==> config.mk <==
export PLATFORM = sky130hd
export DESIGN_NAME = dioc_card
export DESIGN_NICKNAME = d
export VERILOG_FILES = /design/src/rtl/dioc_pkg.sv /design/src/rtl/dioc_card.sv /design/src/rtl/dioc_port_unit.sv
export SDC_FILE = /design/constraint.sdc
export NUM_CORES = 1
export LEC_CHECK = 0
export ABC_AREA = 1
export BUFFER_PORTS_ARGS = -buffer_cell sky130_fd_sc_hd__buf_2
export CAP_MARGIN = 20
export CORE_AREA = 2 2 153 155
export DETAILED_ROUTE_END_ITERATION = 8
export DIE_AREA = 0 0 155 157
export PLACE_DENSITY_LB_ADDON = 0.3
export SLEW_MARGIN = 20
export SYNTH_ARGS = -nofsm -noshare
export SYNTH_HDL_FRONTEND = slang
export SYNTH_SLANG_ARGS = --single-unit
==> constraint.sdc <==
create_clock -name core_clk -period 5.5 [get_ports core_clk]
set_input_delay 0.55 -clock core_clk [delete_from_list [all_inputs] [get_ports core_clk]]
set_output_delay 0.55 -clock core_clk [all_outputs]
set_load 0.05 [all_outputs]
==> src/rtl/dioc_pkg.sv <==
// Purpose: shared constants and carrier types of the 96-line digital I/O card
// Assumes: four parallel port units, four byte registers each
// Notes:   register indices are word indices on the Avalon-MM slave
package dioc_pkg;

	// host I/O address layout
	localparam int unsigned IO_ADDR_W  = 10;
	localparam int unsigned BASE_LSB   = 4;
	localparam int unsigned UNIT_LSB   = 2;
	localparam int unsigned BASE_W     = IO_ADDR_W - BASE_LSB;
	localparam int unsigned NUM_UNITS  = 4;
	localparam int unsigned IRQ_LINES  = 6;

	// register index inside one unit's four-byte group
	localparam logic [1:0] REG_PORT_A = 2'h0;
	localparam logic [1:0] REG_PORT_B = 2'h1;
	localparam logic [1:0] REG_PORT_C = 2'h2;
	localparam logic [1:0] REG_CTRL   = 2'h3;

	// control register fields
	localparam int unsigned CTRL_DIR_CLO = 0;
	localparam int unsigned CTRL_DIR_B   = 1;
	localparam int unsigned CTRL_MODE_B  = 2;
	localparam int unsigned CTRL_DIR_CHI = 3;
	localparam int unsigned CTRL_DIR_A   = 4;
	localparam int unsigned CTRL_MODE_LO = 5;
	localparam int unsigned CTRL_MODE_HI = 6;
	localparam int unsigned CTRL_SET     = 7;
	localparam logic [7:0]  CTRL_RESET   = 8'h9b;
	localparam logic [7:0]  LATCH_RESET  = 8'h00;
	localparam logic [7:0]  CTRL_READ    = 8'h00;

	// port c lines used for the user interrupt
	localparam int unsigned IRQ_IN_BIT   = 3;
	localparam int unsigned IRQ_GATE_BIT = 7;

	typedef struct packed {
		logic [7:0] a;
		logic [7:0] b;
		logic [7:0] c;
	} dioc_lines_t;

endpackage : dioc_pkg

==> src/rtl/dioc_card.sv <==
// Purpose: 96-line digital I/O card, four port units behind a 16-byte window
// Assumes: Avalon-MM word address equals the host I/O port number
// Notes:   one wait state on every access, mapped or not
// Overview of operation
// - The card answers exactly sixteen consecutive I/O addresses, based on any sixteen-address boundary in 000-3ff.
// - Address bits 9..4 must equal the switch settings, an on switch meaning 0 and an off switch 1.
// - Address bits 3..0 pick the register inside the port units.
// - Four port units give 96 lines, each with 8-bit ports a, b and c.
// - Each port is a group of inputs or latched outputs, and port c halves choose independently.
// - Port c bit 3 is the user interrupt input, active high.
// - The interrupt passes only while port c bit 7 is low.
// - The gated interrupts of all units are OR'ed into one request.
// - The jumper steers that request to one of IRQ2..IRQ7, and no jumper drives none.
// - Control is write-only at group offset 3, ports a, b, c read/write at offsets 0..2.
// - After reset every line is an input.
// - Control bits 0, 1, 3, 4 set direction (1 input), bits 2, 5, 6 mode, bit 7 mode set.
// - Outputs hold the last write; inputs read the live pins.
`timescale 1ns/1ps
module dioc_card
	import dioc_pkg::*;
#(
	parameter int unsigned UNITS = 4
) (
	input  wire logic                                  core_clk,
	input  wire logic                                  rstn,
	input  wire logic [dioc_pkg::IO_ADDR_W-1:0]        avs_address,
	input  wire logic                                  avs_read,
	input  wire logic                                  avs_write,
	input  wire logic [31:0]                           avs_writedata,
	output logic      [31:0]                           avs_readdata,
	output logic                                       avs_waitrequest,
	input  wire logic                                  aen,
	input  wire logic [dioc_pkg::BASE_W-1:0]           addr_sw_on,
	input  wire logic [dioc_pkg::IRQ_LINES-1:0]        irq_route_jumper,
	input  wire dioc_pkg::dioc_lines_t [UNITS-1:0]     line_in,
	output dioc_pkg::dioc_lines_t      [UNITS-1:0]     line_out,
	output dioc_pkg::dioc_lines_t      [UNITS-1:0]     line_oe,
	output logic      [dioc_pkg::IRQ_LINES-1:0]        irq_line,
	output logic      [dioc_pkg::IRQ_LINES-1:0]        irq_oe
);
	import dioc_pkg::*;

	// four byte groups fill the sixteen-byte window exactly
	if (UNITS != NUM_UNITS) begin : g_units_check
		$error("dioc_card serves exactly four port units");
	end

	// reset release through two flops; assertion stays asynchronous
	// every unit leaves reset on the same edge, so none sees a half-reset bus
	logic rst_meta;
	logic rst_n;

	always_ff @(posedge core_clk or negedge rstn) begin
		if (!rstn) begin
			rst_meta <= 1'b0;
			rst_n    <= 1'b0;
		end else begin
			rst_meta <= 1'b1;
			rst_n    <= rst_meta;
		end
	end

	// address decode
	logic       req;
	logic       hit;
	logic [1:0] unit_sel;
	logic [1:0] reg_sel;

	assign req      = avs_read | avs_write;
	// aen high marks a dma cycle whose address is not meant for the card
	assign hit      = !aen && (avs_address[IO_ADDR_W-1:BASE_LSB] == ~addr_sw_on);
	assign unit_sel = avs_address[BASE_LSB-1:UNIT_LSB];
	assign reg_sel  = avs_address[UNIT_LSB-1:0];

	// bus handshake: answer one cycle after the request is seen
	// ack lasts one cycle, so a request still held is not taken again on the next edge
	logic        ack;
	logic        next_ack;
	logic [31:0] next_readdata;
	logic [7:0]  unit_rd [UNITS];
	logic [UNITS-1:0] unit_irq;

	always_comb begin
		next_ack      = req && !ack;
		next_readdata = avs_readdata;
		if (avs_read && !ack) begin
			// unmapped reads answer zero rather than stalling the bus
			if (hit)
				next_readdata = {24'h000000, unit_rd[unit_sel]};
			else
				next_readdata = 32'h00000000;
		end
	end

	always_ff @(posedge core_clk or negedge rst_n) begin
		if (!rst_n) begin
			ack          <= 1'b0;
			avs_readdata <= 32'h00000000;
		end else begin
			ack          <= next_ack;
			avs_readdata <= next_readdata;
		end
	end

	// combinational, so the single wait state costs no extra cycle
	assign avs_waitrequest = req && !ack;

	// port units
	for (genvar u = 0; u < UNITS; u++) begin : g_unit
		logic unit_wr;

		assign unit_wr = avs_write && ack && hit && (unit_sel == 2'(u));

		// read and write share one register index, as the bus carries one address
		dioc_port_unit u_port (
			.core_clk (core_clk),
			.rst_n    (rst_n),
			.wr_en    (unit_wr),
			.wr_reg   (reg_sel),
			.wr_data  (avs_writedata[7:0]),
			.rd_reg   (reg_sel),
			.rd_data  (unit_rd[u]),
			.line_in  (line_in[u]),
			.line_out (line_out[u]),
			.line_oe  (line_oe[u]),
			.irq_req  (unit_irq[u])
		);
	end

	// interrupt combining and steering; a second jumper is ignored,
	// so two host lines are never shorted together
	logic [IRQ_LINES-1:0] route;
	logic [IRQ_LINES-1:0] next_irq_oe;
	logic [IRQ_LINES-1:0] next_irq_line;
	logic                 irq_any;

	assign irq_any = |unit_irq;

	always_comb begin
		route = '0;
		// scanning downward lets the lowest fitted jumper overwrite the rest
		for (int i = IRQ_LINES - 1; i >= 0; i--) begin
			if (irq_route_jumper[i])
				route = IRQ_LINES'(1) << i;
		end
		next_irq_oe   = route;
		next_irq_line = route & {IRQ_LINES{irq_any}};
	end

	// registered so a jumper change cannot glitch the host line
	always_ff @(posedge core_clk or negedge rst_n) begin
		if (!rst_n) begin
			irq_oe   <= '0;
			irq_line <= '0;
		end else begin
			irq_oe   <= next_irq_oe;
			irq_line <= next_irq_line;
		end
	end
endmodule : dioc_card

==> src/rtl/dioc_port_unit.sv <==
// Purpose: one parallel port unit, ports a, b and c plus write-only control
// Assumes: mode 0 only; register access strobes come from the card decoder
// Notes:   mode 1 and mode 2 codes are stored but behave as mode 0
`timescale 1ns/1ps
module dioc_port_unit
	import dioc_pkg::*;
(
	input  wire logic                 core_clk,
	input  wire logic                 rst_n,
	input  wire logic                 wr_en,
	input  wire logic [1:0]           wr_reg,
	input  wire logic [7:0]           wr_data,
	input  wire logic [1:0]           rd_reg,
	output logic      [7:0]           rd_data,
	input  wire dioc_pkg::dioc_lines_t line_in,
	output dioc_pkg::dioc_lines_t     line_out,
	output dioc_pkg::dioc_lines_t     line_oe,
	output logic                      irq_req
);
	import dioc_pkg::*;

	logic [7:0] ctrl;
	logic [7:0] next_ctrl;
	logic [7:0] pa;
	logic [7:0] next_pa;
	logic [7:0] pb;
	logic [7:0] next_pb;
	logic [7:0] pc;
	logic [7:0] next_pc;
	logic       next_irq_req;

	always_comb begin
		next_ctrl = ctrl;
		next_pa   = pa;
		next_pb   = pb;
		next_pc   = pc;
		if (wr_en) begin
			case (wr_reg)
				REG_PORT_A: next_pa = wr_data;
				REG_PORT_B: next_pb = wr_data;
				REG_PORT_C: next_pc = wr_data;
				default: begin
					// flag clear: single bit set/reset of the port c latch
					if (wr_data[CTRL_SET])
						next_ctrl = wr_data;
					else
						next_pc[wr_data[3:1]] = wr_data[0];
				end
			endcase
		end
		next_irq_req = line_in.c[IRQ_IN_BIT] & ~line_in.c[IRQ_GATE_BIT];
	end

	// every line comes up as an input, latches cleared
	always_ff @(posedge core_clk or negedge rst_n) begin
		if (!rst_n) begin
			ctrl    <= CTRL_RESET;
			pa      <= LATCH_RESET;
			pb      <= LATCH_RESET;
			pc      <= LATCH_RESET;
			irq_req <= 1'b0;
		end else begin
			ctrl    <= next_ctrl;
			pa      <= next_pa;
			pb      <= next_pb;
			pc      <= next_pc;
			irq_req <= next_irq_req;
		end
	end

	assign line_out = '{a: pa, b: pb, c: pc};
	assign line_oe  = '{a: {8{~ctrl[CTRL_DIR_A]}}, b: {8{~ctrl[CTRL_DIR_B]}},
		c: {{4{~ctrl[CTRL_DIR_CHI]}}, {4{~ctrl[CTRL_DIR_CLO]}}}};

	// inputs read the live pins, outputs read back their latch
	always_comb begin
		rd_data = CTRL_READ;
		case (rd_reg)
			REG_PORT_A: rd_data = ctrl[CTRL_DIR_A] ? line_in.a : pa;
			REG_PORT_B: rd_data = ctrl[CTRL_DIR_B] ? line_in.b : pb;
			REG_PORT_C: rd_data = {ctrl[CTRL_DIR_CHI] ? line_in.c[7:4] : pc[7:4],
				ctrl[CTRL_DIR_CLO] ? line_in.c[3:0] : pc[3:0]};
			default:    rd_data = CTRL_READ;
		endcase
	end
endmodule : dioc_port_unit
==> Word-level counts from Yosys, hierarchy flattened <==
Index checks and enable logic that the tools add are counted.
{ "word_totals": {"inputBits": 155, "out_inout_bits": 237, "word_cells": 143, "ff_bits": 167} }
{ "classes": {"n_eq_ne": 7, "muxes": 44, "magnitude_cmp": 3, "n_reduce_logical": 33, "bitwise": 30} }
{ "ops": {"columns": ["operator", "count"], "rows": [
  ["$mux W8", 15],
  ["$pmux W8 S3", 4],
  ["$pmux W8 S2", 4],
  ["$mux W6", 6],
  ["$bwmux W8", 4],
  ["$mux W4", 8],
  ["$reduce_and A3 Y1", 8],
  ["$not A1 Y1", 22],
  ["$bmux W8 S2", 1],
  ["$reduce_and A2 Y1", 8],
  ["$logic_and A1 B1 Y1", 10],
  ["$and A6 B6 Y6", 1],
  ["$eq A2 B2 Y1 const B", 3],
  ["$eq A6 B6 Y1", 1],
  ["$not A6 Y6", 1],
  ["$and A1 B1 Y1", 4],
  ["$eq A2 B1 Y1 const B", 2],
  ["$logic_not A2 Y1", 2],
  ["$lt A3 B4 Y1 const B", 1],
  ["$reduce_or A4 Y1", 1],
  ["$demux W1 S3", 1],
  ["$ge A3 B1 Y1 const B", 1],
  ["$ge A3 B3 Y1 const B", 1],
  ["$not A2 Y3", 1],
  ["6 further kinds", 7]
]} }

==> Logic depth before layout (Yosys ltp) <==
{ "depth": {"word_depth": 7, "mapped_depth": 11, "mapped_depth_nobuf": 10} }

==> Modules after synthesis <==
A second synthesis with hierarchy kept.
{ "hier_totals": {"hier_cells": 1271, "area_unflattened_um2": 8867.3} }
{ "by_module_without_submodules": {"columns": ["mod", "seq_area_each_um2", "area_each_um2", "cells_each", "instances"], "rows": [
  ["dioc_port_unit (g_unit[0].u_port ...)", 730.7, 1830.5, 261, 3],
  ["dioc_port_unit (g_unit[3].u_port)", 730.7, 1828.0, 260, 1],
  ["dioc_card", 575.6, 1547.7, 228, 1]
]} }

==> Worst setup path after synthesis <==
Ideal clock, no wire load.
{ "synth_path": {"kind": "register to output", "startpoint": "register g_unit[1].u_port.ctrl[4]", "endpoint": "output port line_oe[41] (netlist name)", "setup_slack_ns": 3.324, "arrival_ns": 1.626, "path_buffers": 3, "required_ns": 4.950, "stages_incl_launch_ff": 5, "path_cell_list": "dfstp_2 > clkbuf_1 > clkbuf_1 > inv_1 > buf_4"} }
{ "synth_rtl": {"columns": ["element", "line_no", "text"], "rows": [
  ["from (decl)", "dioc_port_unit.sv:22", "logic [7:0] ctrl;"],
  ["from (signal assigned)", "dioc_port_unit.sv:63", "ctrl <= next_ctrl;"],
  ["to (decl)", "dioc_card.sv:37", "output dioc_pkg::dioc_lines_t [UNITS-1:0] line_oe,"]
]} }

==> flow_summary.json <==
{
  "area_delta_synth_final_pct": 21.8,
  "grtUsageMet1_pct": 32.5,
  "crit_type": "flip-flop to output port",
  "drive_gt1_share_pct": 30.5,
  "hold_viol": 0,
  "powerDensity_mw_per_mm2": 240,
  "slew_viol_final": 0,
  "power_leakage_nw": 5.63,
  "globalplace.congestion": 0.849,
  "regArea_mm2": 0.00350,
  "cp.required_ns": 4.95,
  "hpwl_mm": 23.2,
  "n_antenna_cell": 0,
  "status": "finished clean",
  "via_per_inst": 5.01,
  "syn_area_mm2": 0.00841,
  "fp-row-count": 55,
  "crit_chain": "clkinv_1 -> buf_2",
  "critPathMaxFanout": 16,
  "clkTransAtPathRegs_ns": 0.07,
  "ant_nets": 0,
  "yosysWarnings": 0,
  "dieWidth_um": 155,
  "cp.arrival_ns": 1.74,
  "rsz0062_at_grt": "false",
  "multi_input_area_mm2": 0.00374,
  "setup_viol_count_final": 0,
  "cp_top_family": "buffers and inverters",
  "globalRouteMet2Util_pct": 41.0,
  "synth_edf_count": 0,
  "num-fill-cells": 2382,
  "synth.distinct_cells": 30,
  "ir_drop_mv": 0.166,
  "drtIter0Drc": 757,
  "track_usage_pct": 24.7,
  "async_flop_share_pct": 100,
  "drtPass1Iterations": 7,
  "final_core_util_pct": 45.5,
  "synth_area_leaders": "dfrtp_1 37%, nand2_1 21%, buf_4 9.3%",
  "netlist_instances": 1166,
  "routedWlPerCell_um": 18.1,
  "fin_skew_ns": 0.00982,
  "grt_pass1_vias": 7683,
  "start_kind": "flip-flop",
  "synth_ff_type": "dfrtp_1",
  "yosys-top-cells-count": "464 x nand2_1, 123 x dfrtp_1, 104 x buf_4",
  "dieArea_mm2": 0.0243,
  "gr-total-overflow": 0,
  "yosysTopAreaCellShare_pct": 36.6,
  "io_pins": 392,
  "grt_pass1_wl_mm": 44.9,
  "yosysMostFrequentCell": "nand2_1",
  "cts_buffer_depth": 2,
  "antenna_found_initial": 0,
  "cts_tree": "done",
  "slew_headroom_pct": 34.5,
  "min_period_ns": 2.29,
  "seq_area_frac_synth_pct": 41.6,
  "critPathSlowestCell": "dfstp_2",
  "endpoint_kind": "output port",
  "yosysTopAreaCell": "dfrtp_1",
  "core_area_mm2": 0.0225,
  "setup_tns_ns": 0,
  "clock_sinks": 139,
  "clk_latency_ns": 0.42,
  "cts_buffers": 17,
  "nNetsFinal": 1564,
  "use_met3_pct": 5.04,
  "post-route-period-util_pct": 41.7,
  "cp.buffers_inverters": 2,
  "start_util_pct": 37.4,
  "tightest_slew_ns": 0.980,
  "report.power.total_mw": 2.45,
  "routed_wl_mm": 31.0,
  "max_stage_delay_ns": 0.62,
  "grt_busiest_layer": "met2",
  "drc": 0,
  "min_path_type": "flip-flop to asynchronous set/reset pin",
  "hold_slack_ns": 0.197,
  "syn_area_per_cell_um2": 7.22,
  "max_freq_ghz": 0.436,
  "via_count": 8560,
  "postCtsSetupRepairBufs": 0,
  "die_h_um": 157,
  "cap_violations": 0,
  "cts-root-buf": "clkbuf_16",
  "grt_max_degree": 65,
  "ys_ff_latch": 139,
  "port_buffers": 343,
  "htree_levels": 4
}
path summary, 6_finish.rpt:
path | start | endpoint | slack, ns | cells after the start
max in group asynchronous | rst_n | g_unit[1].u_port.pc[2] | 4.18 | 1
worst max-delay path | g_unit[0].u_port.ctrl[1] | line_oe[11] | 3.21 | 2
worst min register to register | rst_n | g_unit[3].u_port.pc[6] | 0.20 | 0
min in group core_clk | line_in[7] | g_unit[0].u_port.irq_req | 0.31 | 2
worst max register to register | g_unit[2].u_port.ctrl[1] | avs_readdata[7] | 3.59 | 9
worst min-delay path | rst_n | g_unit[3].u_port.pc[6] | 0.20 | 0
registers in the layout, summed over array words and instances, names as in the netlist:
signal                 count
g_unit.u_port.pa          32
g_unit.u_port.pb          32
g_unit.u_port.pc          32
g_unit.u_port.ctrl        16
avs_readdata               8
irq_line                   6
irq_oe                     6
g_unit.u_port.irq_req      4
ack                        1
rst_meta                   1
rst_n                      1
cell families (layout without fill, tap and decap cells):
family | after synthesis | after routing | share of synthesized area [%]
simple gates | 652 | 652 | 33.3
xor+xnor | 1 | 1 | 0.104
compound gates | 143 | 143 | 9.80
buf+inv | 229 | 462 | 15.1
flops | 139 | 139 | 41.6
other cells | 2 | 25 | 0.0893
area by class of cell:
type | count | share of cell area (%)
Tap cell | 285 | 3.48
Inverter | 81 | 2.97
Timing Repair Buffer | 349 | 17.2
Clock inverter | 14 | 1.32
Multi-Input combinational cell | 821 | 36.5
Clock buffer | 18 | 4.29
Sequential cell | 139 | 34.2
cells in the final DEF, fill, tap and decap left out, types with 4 or more instances in the layout:
cell type / instances
nand2_1: 464
o21ai_1: 86
inv_1: 77
conb_1: 25
nor3_1: 5
nor2_2: 4
dfstp_2: 16
o211ai_1: 36
clkbuf_16: 17
nand3_1: 78
dfrtp_1: 122
buf_4: 5
o31ai_1: 5
o21ai_0: 12
inv_6: 6
buf_2: 343
nand4_1: 34
or2_2: 13
nand2_2: 8
nor2_1: 35
nor2_8: 4
timing repair:
action	in CTS	in global routing
hold buffers	1	0
endpoints found under the hold margin	2	0
resized for setup	0	0
metal layers:
layer  vias up  part of all wire (%)
li1       4140                     -
met1      3993                    43
met2       377                    48
met3        50                   6.8
met4         0                   2.4
met5         -                     0
metrics by stage:
stage,std cells,worst slack (ns),instance area (um2)
2_1_floorplan,1189,1.37,8500
3_3_place_gp,1674,3.04,9650
3_5_place_dp,1674,3.05,9650
4_1_cts,1707,3.18,10200
5_1_grt,1707,3.07,10200
6_report,1707,3.21,10200
power by group:
group | switching (mW) | internal [mW]
Combinational | 0.213 | 0.0604
Sequential | 0.00833 | 1.03
Clock | 0.495 | 0.645
(Power assumes the default switching activity.)
